<file path="config.mk">
export PLATFORM = sky130hd
export DESIGN_NAME = status_led_indicator_driver
export DESIGN_NICKNAME = d
export VERILOG_FILES = /design/src/status_led_pkg.sv /design/src/status_led_indicator_driver.sv
export SDC_FILE = /design/constraint.sdc
export NUM_CORES = 1
export LEC_CHECK = 0
export ABC_AREA = 1
export BUFFER_PORTS_ARGS = -buffer_cell sky130_fd_sc_hd__buf_2
export CAP_MARGIN = 20
export CORE_UTILIZATION = 50
export CTS_BUF_LIST = sky130_fd_sc_hd__clkbuf_4
export CTS_CLUSTER_SIZE = 24
export DETAILED_ROUTE_END_ITERATION = 10
export GPL_ROUTABILITY_DRIVEN = 0
export PLACE_DENSITY = 0.71
export SLEW_MARGIN = 20
export SYNTH_ARGS = -nofsm -noshare
export SYNTH_HDL_FRONTEND = slang
export SYNTH_SLANG_ARGS = --single-unit
</file>
<file path="constraint.sdc">
create_clock -name clk_i -period 1.95 [get_ports clk_i]
set_input_delay 0.195 -clock clk_i [delete_from_list [all_inputs] [get_ports clk_i]]
set_output_delay 0.195 -clock clk_i [all_outputs]
set_load 0.01 [all_outputs]
</file>
<file path="src/status_led_pkg.sv">
// constants and types shared by the status indicator driver
package status_led_pkg;

    // clock and pattern timing
    localparam int unsigned CLK_HZ          = 10_000_000;
    localparam int unsigned CLK_PERIOD_NS   = 100;
    localparam int unsigned SLOW_BLINK_HZ   = 1;
    localparam int unsigned FAST_BLINK_MS   = 100;
    localparam int unsigned FLASH_ON_MS     = 200;
    localparam int unsigned FLASH_OFF_MS    = 1000;
    localparam int unsigned NS_PER_MS       = 1_000_000;
    // half periods: each blink toggles at half of its period for a 50 % duty
    localparam int unsigned SLOW_HALF_CYC   = CLK_HZ / (2 * SLOW_BLINK_HZ);
    localparam int unsigned FAST_HALF_CYC   = (FAST_BLINK_MS / 2) * (NS_PER_MS / CLK_PERIOD_NS);
    localparam int unsigned FLASH_ON_CYC    = FLASH_ON_MS * (NS_PER_MS / CLK_PERIOD_NS);
    localparam int unsigned FLASH_OFF_CYC   = FLASH_OFF_MS * (NS_PER_MS / CLK_PERIOD_NS);
    localparam int unsigned TIMER_W         = 24;

    // avalon register byte addresses
    localparam logic [3:0] ADDR_CTRL   = 4'h0;
    localparam logic [3:0] ADDR_STATUS = 4'h4;
    localparam logic [3:0] ADDR_IRQ    = 4'h8;
    localparam logic [3:0] ADDR_MASK   = 4'hC;

    // control register bit positions
    localparam int unsigned CTRL_FAST_ERR = 0;
    localparam int unsigned CTRL_W        = 1;

    // event bit positions in the sticky and mask registers
    localparam int unsigned EV_PWR_FAIL = 0;
    localparam int unsigned EV_PRG_ERR  = 1;
    localparam int unsigned EV_HW_FAULT = 2;
    localparam int unsigned EV_CARD_ERR = 3;
    localparam int unsigned EV_BUS_LINK = 4;
    localparam int unsigned EV_W        = 5;

    localparam logic [31:0] RD_UNMAPPED = 32'h0000_0000;

    // can run indicator network states
    typedef enum logic [1:0] {
        CAN_STOPPED,
        CAN_PREOP,
        CAN_OPERATIONAL
    } can_state_e;

endpackage

</file>
<file path="src/status_led_indicator_driver.sv">
// front panel status indicator driver with avalon control and event interrupt
//
// Operation
// - power lamp steady green when supply normal, dark when abnormal
// - program lamp steady green in run state, off in stop
// - error lamp off while no error present
// - program or configuration error blinks error lamp red at 1 Hz (code: 1 Hz only while CTRL_FAST_ERR is clear, 100 ms fast blink when set)
// - hardware fault lights error lamp steadily red
// - fast red error blink toggles every 50 ms, 100 ms period
// - card lamp off with no card or after a card access failure
// - card lamp blinks green fast during a card transfer
// - card present and idle keeps card lamp steady green
// - fieldbus lamp blinks yellow while exchanging data with a slave
// - fieldbus lamp off with no physical link
// - ethernet lamp off when not connected to a network
// - can run lamp single-flashes green while can port stopped
// - can run lamp blinks green in pre-operational state
// - can run lamp steady green in operational state
//
// Added by the designer: the Avalon-MM interface to the registers and the register addresses.
`timescale 1ns/1ps
`default_nettype none

module status_led_indicator_driver
    import status_led_pkg::*;
#(
    parameter int unsigned SLOW_HALF  = SLOW_HALF_CYC,
    parameter int unsigned FAST_HALF  = FAST_HALF_CYC,
    parameter int unsigned FLASH_ON   = FLASH_ON_CYC,
    parameter int unsigned FLASH_OFF  = FLASH_OFF_CYC
)
(
    // clock and reset
    input  wire logic        clk_i,
    input  wire logic        rst_n_i,
    // condition levels from other clock domains and pins
    input  wire logic        supply_ok_i,
    input  wire logic        prog_run_i,
    input  wire logic        prog_err_i,
    input  wire logic        hw_fault_i,
    input  wire logic        memory_card_present_i,
    input  wire logic        memory_card_busy_i,
    input  wire logic        memory_card_fail_i,
    input  wire logic        fbus_link_i,
    input  wire logic        fbus_slave_cfg_i,
    input  wire logic        fbus_xfer_i,
    input  wire logic        eth_link_i,
    input  wire logic        eth_active_i,
    input  wire logic [1:0]  can_state_i,
    // avalon-mm slave
    input  wire logic [3:0]  avs_address,
    input  wire logic        avs_read,
    input  wire logic        avs_write,
    input  wire logic [31:0] avs_writedata,
    output logic      [31:0] avs_readdata,
    output logic             avs_waitrequest,
    // indicators and interrupt
    output logic             led_pwr_grn_o,
    output logic             led_run_grn_o,
    output logic             led_err_red_o,
    output logic             led_card_grn_o,
    output logic             led_fbus_yel_o,
    output logic             led_eth_yel_o,
    output logic             led_can_grn_o,
    output logic             irq_o
);

    if (SLOW_HALF < 1 || FAST_HALF < 1 || FLASH_ON < 1 || FLASH_OFF < 1 ||
        SLOW_HALF >= (1 << TIMER_W) || FAST_HALF >= (1 << TIMER_W) ||
        FLASH_ON >= (1 << TIMER_W) || FLASH_OFF >= (1 << TIMER_W))
    begin
        $error("status_led_indicator_driver: timing parameter out of range");
    end

    localparam int unsigned NSYNC = 14;

    // ---------------- two-flop synchronisers ----------------
    logic [NSYNC-1:0] raw_in;
    logic [NSYNC-1:0] meta_r;
    logic [NSYNC-1:0] sync_r;
    logic [NSYNC-1:0] meta_nxt;
    logic [NSYNC-1:0] sync_nxt;

    assign raw_in = {can_state_i, eth_active_i, eth_link_i, fbus_xfer_i, fbus_slave_cfg_i,
                     fbus_link_i, memory_card_fail_i, memory_card_busy_i,
                     memory_card_present_i, hw_fault_i, prog_err_i, prog_run_i,
                     supply_ok_i};

    always_comb
    begin
        meta_nxt = raw_in;
        sync_nxt = meta_r;
    end

    always_ff @(posedge clk_i)
    begin
        if (!rst_n_i)
        begin
            meta_r <= '0;
            sync_r <= '0;
        end
        else
        begin
            meta_r <= meta_nxt;
            sync_r <= sync_nxt;
        end
    end

    logic       s_supply;
    logic       s_run;
    logic       s_prg_err;
    logic       s_hw_fault;
    logic       s_card_in;
    logic       s_card_busy;
    logic       s_card_fail;
    logic       s_fb_link;
    logic       s_fb_cfg;
    logic       s_fb_xfer;
    logic       s_eth_link;
    logic       s_eth_act;
    logic [1:0] s_can;

    assign s_supply    = sync_r[0];
    assign s_run       = sync_r[1];
    assign s_prg_err   = sync_r[2];
    assign s_hw_fault  = sync_r[3];
    assign s_card_in   = sync_r[4];
    assign s_card_busy = sync_r[5];
    assign s_card_fail = sync_r[6];
    assign s_fb_link   = sync_r[7];
    assign s_fb_cfg    = sync_r[8];
    assign s_fb_xfer   = sync_r[9];
    assign s_eth_link  = sync_r[10];
    assign s_eth_act   = sync_r[11];
    assign s_can       = sync_r[13:12];

    // ---------------- shared rate generators ----------------
    // one set of generators for every lamp keeps all blinks in phase
    logic [TIMER_W-1:0] slow_cnt_r;
    logic [TIMER_W-1:0] fast_cnt_r;
    logic [TIMER_W-1:0] flash_cnt_r;
    logic               slow_ph_r;
    logic               fast_ph_r;
    logic               flash_ph_r;
    logic [TIMER_W-1:0] slow_cnt_nxt;
    logic [TIMER_W-1:0] fast_cnt_nxt;
    logic [TIMER_W-1:0] flash_cnt_nxt;
    logic               slow_ph_nxt;
    logic               fast_ph_nxt;
    logic               flash_ph_nxt;

    always_comb
    begin
        slow_cnt_nxt  = slow_cnt_r + 1'b1;
        slow_ph_nxt   = slow_ph_r;
        fast_cnt_nxt  = fast_cnt_r + 1'b1;
        fast_ph_nxt   = fast_ph_r;
        flash_cnt_nxt = flash_cnt_r + 1'b1;
        flash_ph_nxt  = flash_ph_r;
        if (slow_cnt_r == TIMER_W'(SLOW_HALF - 1))
        begin
            slow_cnt_nxt = '0;
            slow_ph_nxt  = ~slow_ph_r;
        end
        if (fast_cnt_r == TIMER_W'(FAST_HALF - 1))
        begin
            fast_cnt_nxt = '0;
            fast_ph_nxt  = ~fast_ph_r;
        end
        if (flash_ph_r && flash_cnt_r == TIMER_W'(FLASH_ON - 1))
        begin
            flash_cnt_nxt = '0;
            flash_ph_nxt  = 1'b0;
        end
        else if (!flash_ph_r && flash_cnt_r == TIMER_W'(FLASH_OFF - 1))
        begin
            flash_cnt_nxt = '0;
            flash_ph_nxt  = 1'b1;
        end
    end

    always_ff @(posedge clk_i)
    begin
        if (!rst_n_i)
        begin
            slow_cnt_r  <= '0;
            fast_cnt_r  <= '0;
            flash_cnt_r <= '0;
            slow_ph_r   <= 1'b1;
            fast_ph_r   <= 1'b1;
            flash_ph_r  <= 1'b1;
        end
        else
        begin
            slow_cnt_r  <= slow_cnt_nxt;
            fast_cnt_r  <= fast_cnt_nxt;
            flash_cnt_r <= flash_cnt_nxt;
            slow_ph_r   <= slow_ph_nxt;
            fast_ph_r   <= fast_ph_nxt;
            flash_ph_r  <= flash_ph_nxt;
        end
    end

    // ---------------- registers ----------------
    logic [CTRL_W-1:0] ctrl_r;
    logic [EV_W-1:0]   irq_stat_r;
    logic [EV_W-1:0]   irq_mask_r;
    logic [EV_W-1:0]   ev_prev_r;
    logic [31:0]       rdata_r;
    logic              wait_r;
    logic [CTRL_W-1:0] ctrl_nxt;
    logic [EV_W-1:0]   irq_stat_nxt;
    logic [EV_W-1:0]   irq_mask_nxt;
    logic [31:0]       rdata_nxt;
    logic              wait_nxt;
    logic [EV_W-1:0]   ev_now;
    logic [EV_W-1:0]   ev_rise;
    logic              access;

    // raised when a fault condition appears, dropped fieldbus link counts too
    assign ev_now = {~s_fb_link, s_card_fail, s_hw_fault, s_prg_err, ~s_supply};
    assign ev_rise = ev_now & ~ev_prev_r;
    // waitrequest is high by default; one wait state gives registered read data
    assign access = (avs_read || avs_write) && wait_r;

    always_comb
    begin
        ctrl_nxt     = ctrl_r;
        irq_mask_nxt = irq_mask_r;
        rdata_nxt    = rdata_r;
        wait_nxt     = 1'b1;
        irq_stat_nxt = irq_stat_r;
        if (access)
        begin
            wait_nxt = 1'b0;
            if (avs_write)
            begin
                case (avs_address)
                    ADDR_CTRL: ctrl_nxt = avs_writedata[CTRL_W-1:0];
                    ADDR_IRQ:  irq_stat_nxt = irq_stat_r & ~avs_writedata[EV_W-1:0];
                    ADDR_MASK: irq_mask_nxt = avs_writedata[EV_W-1:0];
                    default:   ;
                endcase
            end
            else
            begin
                case (avs_address)
                    ADDR_CTRL:   rdata_nxt = 32'(ctrl_r);
                    ADDR_STATUS: rdata_nxt = 32'({s_can, s_eth_link, s_fb_xfer, s_fb_link,
                                                  s_card_in, s_hw_fault, s_prg_err, s_run,
                                                  s_supply});
                    ADDR_IRQ:    rdata_nxt = 32'(irq_stat_r);
                    ADDR_MASK:   rdata_nxt = 32'(irq_mask_r);
                    default:     rdata_nxt = RD_UNMAPPED;
                endcase
            end
        end
        // a new event wins over a clear in the same cycle
        irq_stat_nxt = irq_stat_nxt | ev_rise;
    end

    always_ff @(posedge clk_i)
    begin
        if (!rst_n_i)
        begin
            ctrl_r     <= '0;
            irq_stat_r <= '0;
            irq_mask_r <= '0;
            ev_prev_r  <= '1; // cleared synchronisers read as lost supply and link: no event
            rdata_r    <= '0;
            wait_r     <= 1'b1;
        end
        else
        begin
            ctrl_r     <= ctrl_nxt;
            irq_stat_r <= irq_stat_nxt;
            irq_mask_r <= irq_mask_nxt;
            ev_prev_r  <= ev_now;
            rdata_r    <= rdata_nxt;
            wait_r     <= wait_nxt;
        end
    end

    // ---------------- lamp patterns ----------------
    logic [6:0] led_nxt;
    logic [6:0] led_r;
    logic       irq_r;
    logic       irq_nxt;

    always_comb
    begin
        led_nxt[0] = s_supply;
        led_nxt[1] = s_run;
        if (s_hw_fault)
            led_nxt[2] = 1'b1;
        else if (s_prg_err)
            led_nxt[2] = ctrl_r[CTRL_FAST_ERR] ? fast_ph_r : slow_ph_r;
        else
            led_nxt[2] = 1'b0;
        if (!s_card_in || s_card_fail)
            led_nxt[3] = 1'b0;
        else if (s_card_busy)
            led_nxt[3] = fast_ph_r;
        else
            led_nxt[3] = 1'b1;
        if (!s_fb_link)
            led_nxt[4] = 1'b0;
        else if (s_fb_cfg && s_fb_xfer)
            led_nxt[4] = slow_ph_r;
        else
            led_nxt[4] = 1'b1;
        led_nxt[5] = s_eth_link && !s_eth_act ? 1'b1 : (s_eth_link ? fast_ph_r : 1'b0);
        case (can_state_e'(s_can))
            CAN_STOPPED:     led_nxt[6] = flash_ph_r;
            CAN_PREOP:       led_nxt[6] = slow_ph_r;
            CAN_OPERATIONAL: led_nxt[6] = 1'b1;
            default:         led_nxt[6] = 1'b0;
        endcase
        irq_nxt = |(irq_stat_r & irq_mask_r);
    end

    always_ff @(posedge clk_i)
    begin
        if (!rst_n_i)
        begin
            led_r <= '0;
            irq_r <= 1'b0;
        end
        else
        begin
            led_r <= led_nxt;
            irq_r <= irq_nxt;
        end
    end

    assign led_pwr_grn_o   = led_r[0];
    assign led_run_grn_o   = led_r[1];
    assign led_err_red_o   = led_r[2];
    assign led_card_grn_o  = led_r[3];
    assign led_fbus_yel_o  = led_r[4];
    assign led_eth_yel_o   = led_r[5];
    assign led_can_grn_o   = led_r[6];
    assign irq_o           = irq_r;
    assign avs_readdata    = rdata_r;
    assign avs_waitrequest = wait_r;

    // ---------------- assertions ----------------
    a_pwr_follows: assert property (@(posedge clk_i) disable iff (!rst_n_i)
        led_pwr_grn_o == $past(s_supply))
        else $error("power lamp does not follow supply");
    a_run_follows: assert property (@(posedge clk_i) disable iff (!rst_n_i)
        led_run_grn_o == $past(s_run))
        else $error("program lamp does not follow run state");
    a_err_off: assert property (@(posedge clk_i) disable iff (!rst_n_i)
        !s_prg_err && !s_hw_fault |=> !led_err_red_o)
        else $error("error lamp lit without error");
    a_err_slow: assert property (@(posedge clk_i) disable iff (!rst_n_i)
        s_prg_err && !s_hw_fault && !ctrl_r[CTRL_FAST_ERR] |=> led_err_red_o == $past(slow_ph_r))
        else $error("error lamp not on slow blink");
    a_err_steady: assert property (@(posedge clk_i) disable iff (!rst_n_i)
        s_hw_fault |=> led_err_red_o)
        else $error("error lamp not steady on fault");
    a_fast_half: assert property (@(posedge clk_i) disable iff (!rst_n_i)
        $changed(fast_ph_r) |-> $past(fast_cnt_r) == TIMER_W'(FAST_HALF - 1))
        else $error("fast blink half period wrong");
    a_card_off: assert property (@(posedge clk_i) disable iff (!rst_n_i)
        !s_card_in || s_card_fail |=> !led_card_grn_o)
        else $error("card lamp lit without card");
    a_card_idle: assert property (@(posedge clk_i) disable iff (!rst_n_i)
        s_card_in && !s_card_fail && !s_card_busy |=> led_card_grn_o)
        else $error("idle card lamp not steady");
    a_fbus_off: assert property (@(posedge clk_i) disable iff (!rst_n_i)
        !s_fb_link |=> !led_fbus_yel_o)
        else $error("fieldbus lamp lit without link");
    a_eth_off: assert property (@(posedge clk_i) disable iff (!rst_n_i)
        !s_eth_link |=> !led_eth_yel_o)
        else $error("ethernet lamp lit without link");
    a_can_run: assert property (@(posedge clk_i) disable iff (!rst_n_i)
        s_can == 2'(CAN_OPERATIONAL) |=> led_can_grn_o)
        else $error("can lamp not steady in operational");
    a_flash_on: assert property (@(posedge clk_i) disable iff (!rst_n_i)
        $fell(flash_ph_r) |-> $past(flash_cnt_r) == TIMER_W'(FLASH_ON - 1))
        else $error("single flash on time wrong");
    a_irq_level: assert property (@(posedge clk_i) disable iff (!rst_n_i)
        irq_o == $past(|(irq_stat_r & irq_mask_r)))
        else $error("interrupt does not follow masked status");

    c_err_blink: cover property (@(posedge clk_i) disable iff (!rst_n_i)
        s_prg_err && $rose(led_err_red_o));
    c_card_xfer: cover property (@(posedge clk_i) disable iff (!rst_n_i)
        s_card_busy && $fell(led_card_grn_o));
    c_can_flash: cover property (@(posedge clk_i) disable iff (!rst_n_i)
        s_can == 2'(CAN_STOPPED) && $rose(led_can_grn_o));
    c_irq_fire: cover property (@(posedge clk_i) disable iff (!rst_n_i) $rose(irq_o));

endmodule

`default_nettype wire

</file>
==> results of run 1 <==
[path summary, 6_finish.rpt]
| path | cells past startpoint | end | slack [ps] |
|---|---|---|---|
| setup reg to reg | 8 | fast_cnt_r[14]$_SDFF_PP0_ | 260 |
| setup / recovery | 9 | avs_readdata[3]$_SDFFE_PN0P_ | 190 |
| hold / removal | 2 | ev_prev_r[1]$_SDFF_PN1_ | 40 |
| hold reg to reg | 2 | sync_r[3]$_SDFF_PN0_ | 420 |
[cell type report]
| cell class | instances | area (sq um) | share of cell area [%] |
|---|---|---|---|
| Multi-Input combinational cell | 635 | 3000 | 41.9 |
| Clock buffer | 17 | 128 | 1.79 |
| Sequential cell | 138 | 2760 | 38.6 |
| Tap cell | 168 | 210 | 2.94 |
| Timing Repair Buffer | 73 | 500 | 7.00 |
| Inverter | 111 | 418 | 5.85 |
| Antenna cell | 1 | 2.50 | 0.0350 |
| Clock inverter | 15 | 129 | 1.80 |
[sequential cells by signal, summed over array words and instances, names as in the netlist]
name,count
irq_mask_r,5
ctrl_r,1
slow_cnt_r,24
avs_readdata,10
sync_r,14
flash_cnt_r,24
irq_stat_r,5
irq_o,1
meta_r,14
slow_ph_r,1
fast_ph_r,1
avs_waitrequest,1
ev_prev_r,5
fast_cnt_r,24
flash_ph_r,1
led_r,7
[critical path, delay by kind of cell]
kind	cells	cell delay (ps)
buffers and inverters	5	1510
AO/OA/AOI/OAI	2	270
AND/OR/NAND/NOR	2	210
[what timing repair did]
action,4_1_cts,5_1_grt
buffers inserted,0,0
resized for setup,0,0
hold buffers,21,0
endpoints found under the hold margin,26,0
[synthesized netlist by cell type]
cell,number
a21oi_1,34
a22o_1,2
a31oi_1,1
buf_2,8
buf_4,22
buf_6,6
clkbuf_1,3
clkinv_1,2
clkinv_2,1
conb_1,1
dfxtp_1,138
ha_1,3
inv_1,104
inv_2,4
nand2_1,220
nand2_2,3
nand2_4,2
nand3_1,60
nand3_2,4
nand3b_1,5
nand4_1,29
nor2_1,158
nor2_2,19
nor2_4,3
nor3_1,8
nor3_2,2
o21ai_0,16
o21bai_1,1
o311a_1,1
or2_0,2
or2_2,3
xnor2_1,12
xor2_1,25
[power groups by stage]
stage / Clock (mW) / Combinational, mW / Sequential [mW]
after floorplan: 0 / 0.195 / 2.97
after global placement: 0 / 0.229 / 2.97
after detailed placement: 0 / 0.231 / 2.97
after CTS: 1.77 / 0.265 / 2.91
after global routing: 1.90 / 0.299 / 2.92
final: 1.71 / 0.265 / 2.91
[cells by family (layout without fill, tap and decap cells)]
group                    after synthesis  count (layout)  synth area share (%)
AO/OA/AOI/OAI                         55              55                  4.57
adder cells (fa/ha/maj)                3               3                 0.588
flip-flops                           138             138                  43.3
AND/OR/NAND/NOR                      518             518                  35.4
buffers and inverters                150             216                  11.0
other                                  1              23                0.0587
XOR/XNOR                              37              37                  5.08
[metal layers]
layer	share of wire [%]	global-route usage, %	vias to the layer above
met5	0	0	-
met4	1.1	5.89	0
met3	4.4	5.32	12
met2	46	34.9	118
met1	48	27.1	2443
li1	-	-	2909
==> results by group, run 1 <==
Synthesis
  – Synth Warn #: 0
  – Number of unique standard cell types used by synthesis: 33
  – Area contributors post-synth: dfxtp_1 (43%), nand2_1 (13%), nor2_1 (9.3%), inv_1 (6.1%), nand3_1 (4.7%)
  – Cell taking the most area after synthesis: dfxtp_1
  – Average cell area after synthesis: 7.08 sq um
  – Share of the yosys chip area belonging to registers: 43.3%
  – Portion of synthesized cell area occupied by the leading cell type: 43.3%
  – Area of the mapped netlist: approximately 6400 sq um
  – Number of flip-flops and latches in the synthesized netlist: 138
  – Mapped Cells: 902

Floorplanning
  – Number of I/O pins: 95
  – Height of the die: approximately 120 microns
  – Area of the die: roughly 13,000 sq um
  – Standard-cell row count: 40
  – Initial Util: 52.3%
  – Die width: 115 microns
  – Std-Cell Core Area: 12,200 sq um

Pwr
  – Peak VDD IR: 0.518 mV
  – Part of the total power dissipated in the clock network: approximately a third
  – Sw power: 1.36 mW
  – Post-route total power: roughly 4.9 mW
  – Share of total power in combinational logic: under 10%
  – Power density cells: 684 nW/um^2
  – Static leakage: 2.85 nW
  – Cell-internal power: 3.53 mW
  – Switching share of power: 27.7%
  – Sequential share of power: 59.5%

Layout
  – Fill cells: 1,194
  – Final core utilization: 58.5%
  – Proportion of layout cells with a drive suffix above 1: between 10% and 20%
  – Commonest non-fill, non-tap cell in the layout: nand2_1
  – Area growth from synthesis to final layout: 12.0%
  – Top library cells by usage in the layout, fill and taps aside: nand2_1 (220), nor2_1 (158), dfxtp_1 (138)
  – Summed area of non-filler cells in the final layout: around 7100 sq um
  – # nets final: roughly 1,000
  – Final standard cell count with taps included and fillers excluded: around 1,200

Worst setup path
  – Sequence of cells on the critical path: dlygate4sd3_1, buf_2, o21ai_0, dlygate4sd3_1, inv_1, nand2_1, clkinv_1, nand2_1, a21oi_1
  – Crit Reg-Reg Startpoint: fast_cnt_r[0]$_SDFF_PP0_
  – Launch point of the critical path: avs_read
  – Crit Path Max Fanout: 9
  – Worst Setup Start Kind: input pin
  – CP arrival: 2190 ps
  – Crit. End Element: register
  – Largest stage delay on the critical path: 590 ps
  – Crit Path Category: in -> reg
  – Worst Path Required: 2380 ps
  – Slowest cell on the critical path: dlygate4sd3_1

Global route
  – Pin count of the biggest net entering global routing: 40
  – Via count of the first global-routing pass: 4,953
  – Global-route wire length before repair: 21.9 mm
  – Combined global-route utilization of all metal layers: 21.0%
  – Total gr overflow: 0
  – Number of antenna violations at the first check in global routing: 1

Job
  – Max-cap violation count: 0

Outcome
  – Outcome: completed

Place
  – Number of port buffers: 45
  – Total half-perimeter wirelength after legalization and detailed placement: 9.29 mm
  – Placement-stage cell area: 6680 sq um
  – Post-placement worst setup slack: 263 ps
  – Placed instance count: 1,104

Clocking
  – Sinks on Clock Net: 138
  – Maximum buffer depth of the clock tree: 2
  – Clock buffer count from CTS: 17
  – Clock tree from TritonCTS: built
  – Clock latency of the later-clocked register in the worst-skew pair: 560 ps
  – Library cell used as clock root buffer: clkbuf_4
  – Clock transition at path regs: roughly 130 ps
  – Max H-tree Level: 4

Route
  – Pre-antenna DRT Iters: 6
  – Antenna violation net count after detailed routing: 0
  – Via count: 5,482
  – Average vias per placed instance: 4.73
  – Post-detailed-route wirelength per cell: 11.0 microns
  – Drc violations: 0
  – Drt first-iter violations: roughly 360
  – Aggregate routed wire length: approximately 13 mm

Timing
  – Final hold vios: 0
  – Setup-failing EPs final: 0
  – Number of max-slew violations in the final report: 0
  – RSZ-0062 raised after global routing: no
  – Final worst path period need: 1760 ps
  – Final setup TNS: 0 ps
  – Least setup slack across all paths after layout: 186 ps
  – Upper clock frequency limit: 567 MHz
  – Largest clock skew in the final design: 19.1 ps
  – Period utilization: 90.4%
  – Worst hold slack after final layout: between 30 and 40 ps

Worst hold path
  – Class of the tightest hold or removal check: in -> reg
  – Beginning of the worst hold path: rst_n_i
Note: power is estimated with default switching activity, not from simulation.
==> inputs of run 2 (changes only) <==
- CORE_ASPECT_RATIO: unset -> 2
- GPL_TIMING_DRIVEN: unset -> 0
==> run 2 against run 1 <==
Routed wire length increased by 8.9%; worst setup slack got worse by 17 ps; non-clock buffer count is 34 higher; first-iteration DRC count fell by 25%; flip-flop and latch count unchanged; worst hold slack better by 7.2 ps; highest routed layer unchanged.
==> results by group, run 2 (synthesis gave the netlist of run 1 again) <==
Layout
  – Final standard cell count with taps included and fillers excluded: 1,174
  – Summed area of non-filler cells in the final layout: ~7400 sq um
  – Area growth from synthesis to final layout: 15.5%
  – # nets final: ~1,100
  – Proportion of layout cells with a drive suffix above 1: approximately 15%
  – Final core utilization: a little under 60%
  – Biggest registers after layout: fast_cnt_r (24), flash_cnt_r (24), slow_cnt_r (24)
  – Commonest non-fill, non-tap cell in the layout: nand2_1
  – Top library cells by usage in the layout, fill and taps aside: nand2_1 (220), nor2_1 (158), dfxtp_1 (138)

Timing
  – Period utilization: 91.3%
  – Largest clock skew in the final design: about 23 ps
  – Final setup TNS: 0 ps
  – Transition at the pin with the smallest max-transition slack: 504 ps
  – Worst slew margin: about two thirds
  – Final hold vios: 0
  – Worst hold slack after final layout: 43.7 ps
  – Least setup slack across all paths after layout: about 170 ps
  – Upper clock frequency limit: about 560 MHz
  – Setup-failing EPs final: 0
  – Number of max-slew violations in the final report: 0
  – RSZ-0062 raised after global routing: no
  – Final worst path period need: between 1500 and 2000 ps

Worst setup path
  – Crit. End Element: register
  – Largest stage delay on the critical path: 580 ps
  – Worst Path Required: 2370 ps
  – Most frequent CP cell: dlygate4sd3_1
  – Slowest cell on the critical path: dlygate4sd3_1
  – Delay-heaviest family, CP: buffers and inverters
  – Critical path buffers and inverters: 5
  – Sequence of cells on the critical path: dlygate4sd3_1, buf_2, o21ai_0, dlygate4sd3_1, inv_1, nand2_1, clkinv_1, nand3_1, a21oi_1
  – CP arrival: ~2200 ps
  – Crit Path Category: in -> reg
  – Worst Setup Start Kind: input pin
  – Crit Path Max Fanout: 9

Pwr
  – Part of the total power dissipated in the clock network: 35.5%
  – Static leakage: 3.00 nW
  – Peak VDD IR: 0.392 mV
  – Share of total power in combinational logic: 6.4%
  – Power density cells: 677 nW/um^2
  – Post-route total power: 5.00 mW
  – Cell-internal power: 3.67 mW
  – Sw power: 1.32 mW
  – Sequential share of power: around 58%
  – Switching share of power: 26.5%

Route
  – Drc violations: 0
  – Average vias per placed instance: 4.86
  – Post-detailed-route wirelength per cell: 11.9 microns
  – Drt first-iter violations: about 270
  – Pre-antenna DRT Iters: 5
  – Aggregate routed wire length: ~14 mm
  – Via count: 5,702
  – Antenna violation net count after detailed routing: 0

Clocking
  – Clock latency of the later-clocked register in the worst-skew pair: ~540 ps
  – Clock transition at path regs: between 100 and 150 ps
  – Library cell used as clock root buffer: clkbuf_4
  – Max H-tree Level: 4
  – Clock tree from TritonCTS: built
  – Sinks on Clock Net: 138
  – Post-cts gate resize count: 0
  – Maximum buffer depth of the clock tree: 2
  – Setup Buffers After CTS: 0
  – Clock buffer count from CTS: 17
  – CTS Hold Bufs: 23

Worst hold path
  – Class of the tightest hold or removal check: in -> reg

Global route
  – Pin count of the biggest net entering global routing: 17
  – Combined global-route utilization of all metal layers: between 20% and 30%
  – Number of antenna violations at the first check in global routing: 1
  – Global-route wire length before repair: 22.5 mm
  – Via count of the first global-routing pass: about 5,300
  – Total gr overflow: 0

Place
  – Post-placement worst setup slack: 260 ps
  – Placed instance count: 1,118
  – Number of port buffers: 45
  – Placement-stage cell area: 6880 sq um
  – Total half-perimeter wirelength after legalization and detailed placement: 10.7 mm

Floorplanning
  – Die width: 81.9 microns
  – Std-Cell Core Area: around 12,000 sq um
  – Standard-cell row count: 58
  – Number of I/O pins: 95
  – Area of the die: 13,300 sq um
  – Initial Util: 51.2%
  – Height of the die: approximately 160 microns

Job
  – Max-cap violation count: 0

Outcome
  – Outcome: completed
[run 2: changes by cell type in the layout (fill, tap and decap cells not counted), sizes merged]
cell	change
clkinvlp	+3
clkbuf	+3
bufinv	+1
dlygate4sd3	+2
buf	+29
inv	-4
[run 2: area by class of cell]
cell class / count / area, sq um
tap: 150 / 188
clock inverter: 15 / 140
clock buffer: 17 / 128
sequential: 138 / 2760
inverter: 111 / 418
antenna: 1 / 2.50
multi-input combinational: 635 / 3000
timing repair buffer: 68 / 455
buffer: 39 / 284
fill: 1198 / 5100
[run 2: path summary, 6_finish.rpt]
path | startpoint | endpoint | slack [ps] | depth (start not counted)
hold reg to reg | sync_r[11]$_SDFF_PN0_ | led_r[5]$_SDFF_PN0_ | 420 | 1
hold / removal | avs_address[2] | irq_stat_r[2]$_SDFF_PN0_ | 40 | 5
setup reg to reg | slow_cnt_r[0]$_SDFF_PP0_ | slow_cnt_r[11]$_SDFF_PP0_ | 250 | 9
setup / recovery | avs_read | avs_readdata[8]$_SDFFE_PN0P_ | 170 | 9
[run 2: power by group through the flow]
stage          clock network [mW]  registers [mW]  logic [mW]
2_1_floorplan                   0            2.97       0.195
3_3_place_gp                    0            2.97       0.280
3_5_place_dp                    0            2.97       0.283
4_1_cts                      1.83            2.91       0.320
5_1_grt                      1.95            2.91       0.355
6_report                     1.77            2.91       0.318
[run 2: per-layer routing]
layer / track usage [%] / up-vias / wire length [microns]
met4: 13.4 / 0 / 624
li1: - / 2997 / -
met3: 4.21 / 45 / 540
met2: 42.5 / 154 / 7590
met5: 0 / - / 0
met1: 20.7 / 2506 / 5160
[run 2: worst reg2reg max path, cell delays in order, from the launching register on]
cell and delay [ps]:
dfxtp_1 380, ha_1 180, nand2_1 100, nor2_4 230, inv_2 70, nor2_2 160
nand3_2 130, nand2_4 130, buf_6 160, nor2_1 60
==> inputs of run 3 (changes only) <==
- CORE_ASPECT_RATIO: 2 -> 0.8
- PLACE_DENSITY: 0.71 -> 0.76
==> run 3 against run 2 <==
Register-to-register slack hardly changed; clock skew shrank 2.3 ps; maximum frequency is 0.71% higher; worst hold slack gained 23 ps; clock power about the same; cell area up 0.37%.
==> results by group, run 3 (synthesis gave the netlist of run 1 again) <==
Outcome
  – Outcome: completed

Worst setup path
  – CP arrival: roughly 2200 ps
  – Endpoint of the lowest-slack register-to-register path: fast_cnt_r[11]$_SDFF_PP0_
  – Sequence of cells on the critical path: dlygate4sd3_1, buf_2, o21ai_0, dlygate4sd3_1, inv_1, nand2_1, clkinv_1, nand3_1, a21oi_1
  – Critical path buffers and inverters: 5
  – Slowest cell on the critical path: dlygate4sd3_1
  – Largest stage delay on the critical path: just under 600 ps
  – Worst R2R Path Depth: 9
  – Slack of the worst reg-to-reg path: roughly 260 ps
  – Most frequent CP cell: dlygate4sd3_1
  – Worst Path Required: 2370 ps
  – Crit Reg-Reg Startpoint: fast_cnt_r[0]$_SDFF_PP0_
  – Delay-heaviest family, CP: buffers and inverters
  – Crit. End Element: register
  – Crit Path Max Fanout: 9
  – Worst Setup Start Kind: input pin
  – Launch point of the critical path: avs_read
  – Crit Path Category: in -> reg

Place
  – Number of port buffers: between 40 and 50
  – Placement-stage cell area: around 6900 sq um
  – Total half-perimeter wirelength after legalization and detailed placement: about 9.8 mm

Clocking
  – Max H-tree Level: 4
  – Clock buffer count from CTS: 17
  – Clock latency of the later-clocked register in the worst-skew pair: 540 ps
  – Clock tree from TritonCTS: built
  – Maximum buffer depth of the clock tree: 2
  – Post-cts gate resize count: 0
  – Clock transition at path regs: 140 ps
  – Library cell used as clock root buffer: clkbuf_4
  – Sinks on Clock Net: around 140

Floorplanning
  – Area of the die: 13,200 sq um
  – Initial Util: 51.9%
  – Die width: 128 microns
  – Std-Cell Core Area: between 10,000 and 15,000 sq um
  – Number of I/O pins: 95
  – Height of the die: 103 microns
  – Standard-cell row count: 36

Worst hold path
  – Class of the tightest hold or removal check: in -> reg
  – Worst-case hold path end point: ctrl_r$_SDFFE_PN0P_
  – Cell depth of the worst min-delay path: 5
  – Beginning of the worst hold path: avs_address[0]

Global route
  – Number of antenna violations at the first check in global routing: 0
  – Total gr overflow: 0
  – Via count of the first global-routing pass: 4,986
  – Combined global-route utilization of all metal layers: 22.0%
  – Pin count of the biggest net entering global routing: 17
  – Global-route wire length before repair: 22.8 mm

Layout
  – Commonest non-fill, non-tap cell in the layout: nand2_1
  – Proportion of layout cells with a drive suffix above 1: 15.1%
  – Top library cells by usage in the layout, fill and taps aside: nand2_1 (220), nor2_1 (158), dfxtp_1 (138)
  – Count of inserted antenna diode cells: 0
  – Summed area of non-filler cells in the final layout: 7400 sq um
  – Final core utilization: ~60%
  – Area growth from synthesis to final layout: 16.0%
  – # nets final: 1,067
  – Biggest registers after layout: fast_cnt_r (24), flash_cnt_r (24), slow_cnt_r (24)
  – Fill cells: between 1,000 and 1,500

Timing
  – Transition at the pin with the smallest max-transition slack: 602 ps
  – Number of max-slew violations in the final report: 0
  – Setup-failing EPs final: 0
  – Upper clock frequency limit: 566 MHz
  – Worst hold slack after final layout: ~67 ps
  – Period utilization: between 90% and 100%
  – Worst slew margin: 59.7%
  – Final hold vios: 0
  – Final worst path period need: 1770 ps
  – Final setup TNS: 0 ps
  – RSZ-0062 raised after global routing: no
  – Largest clock skew in the final design: 20.5 ps

Job
  – Max-cap violation count: 0

Route
  – Via count: 5,574
  – Post-detailed-route wirelength per cell: 11.2 microns
  – Average vias per placed instance: 4.67
  – Drt first-iter violations: 463
  – Aggregate routed wire length: 13.4 mm
  – Pre-antenna DRT Iters: 5
  – Antenna violation net count after detailed routing: 0
  – Drc violations: 0

Pwr
  – Power density cells: slightly below 700 nW/um^2
  – Sw power: 1.34 mW
  – Cell-internal power: 3.70 mW
  – Part of the total power dissipated in the clock network: 35.8%
  – Share of total power in combinational logic: 6.4%
  – Static leakage: 3.02 nW
  – Post-route total power: 5.03 mW
  – Switching share of power: 26.5%
  – Sequential share of power: about 58%
  – Peak VDD IR: 0.429 mV
## run 3: changes by cell type in the layout (fill, tap and decap cells not counted), sizes merged
cell      delta
clkbuf       +1
clkinv       +1
clkinvlp     -3
diode        -1
inv          +1
## run 3: area by class of cell
cell class | instances | area [sq um] | share of cell area, %
Timing Repair Buffer | 68 | 455 | 6.15
Clock buffer | 18 | 135 | 1.82
Multi-Input combinational cell | 635 | 3000 | 40.5
Clock inverter | 14 | 136 | 1.84
Inverter | 111 | 418 | 5.64
Sequential cell | 138 | 2760 | 37.3
Tap cell | 171 | 214 | 2.89
Buffer | 39 | 284 | 3.84
## run 3: power groups by stage
stage / clock, mW / combinational [mW] / sequential (mW)
after floorplan: 0 / 0.195 / 2.97
after global placement: 0 / 0.278 / 2.97
after detailed placement: 0 / 0.281 / 2.97
after CTS: 1.86 / 0.316 / 2.91
after global routing: 1.97 / 0.357 / 2.92
final: 1.80 / 0.321 / 2.91
## run 3: how the worst max path moves through the flow
| stage | slack (ps) | to | cells past startpoint |
|---|---|---|---|
| 6_report | 180 | avs_readdata[6]$_SDFFE_PN0P_ | 9 |
| 4_1_cts | 220 | avs_readdata[6]$_SDFFE_PN0P_ | 9 |
| 3_3_place_gp | 290 | fast_cnt_r[11]$_SDFF_PP0_ | 9 |
| 3_5_place_dp | 270 | fast_cnt_r[11]$_SDFF_PP0_ | 9 |
| 2_1_floorplan | 540 | fast_cnt_r[18]$_SDFF_PP0_ | 9 |
| 5_1_grt | 40 | avs_readdata[0]$_SDFFE_PN0P_ | 9 |
## run 3: worst min-delay path, stage by stage
cell and delay [ps]:
buf_2 80, nor2_2 70, nand3_1 90, nor3_1 50, nor2_1 80
## run 3: stage by stage
stage | std cells | setup WS (ps)
detailed placement | 1139 | 270
CTS | 1193 | 220
floorplan | 923 | 538
global route | 1194 | 38.3
finish | 1194 | 182
global placement | 1139 | 289
## run 3: per-layer routing
layer / GRT usage, % / vias up / wire, microns
li1: - / 2991 / -
met5: 0 / - / 0
met3: 4.88 / 17 / 592
met1: 30.7 / 2437 / 7020
met4: 8.05 / 0 / 186
met2: 33.3 / 129 / 5600
## run 3: repair_timing
| action | CTS | global route |
|---|---|---|
| buffers inserted | 0 | 0 |
| hold buffers | 22 | 1 |
| hold endpoints to repair | 28 | 2 |
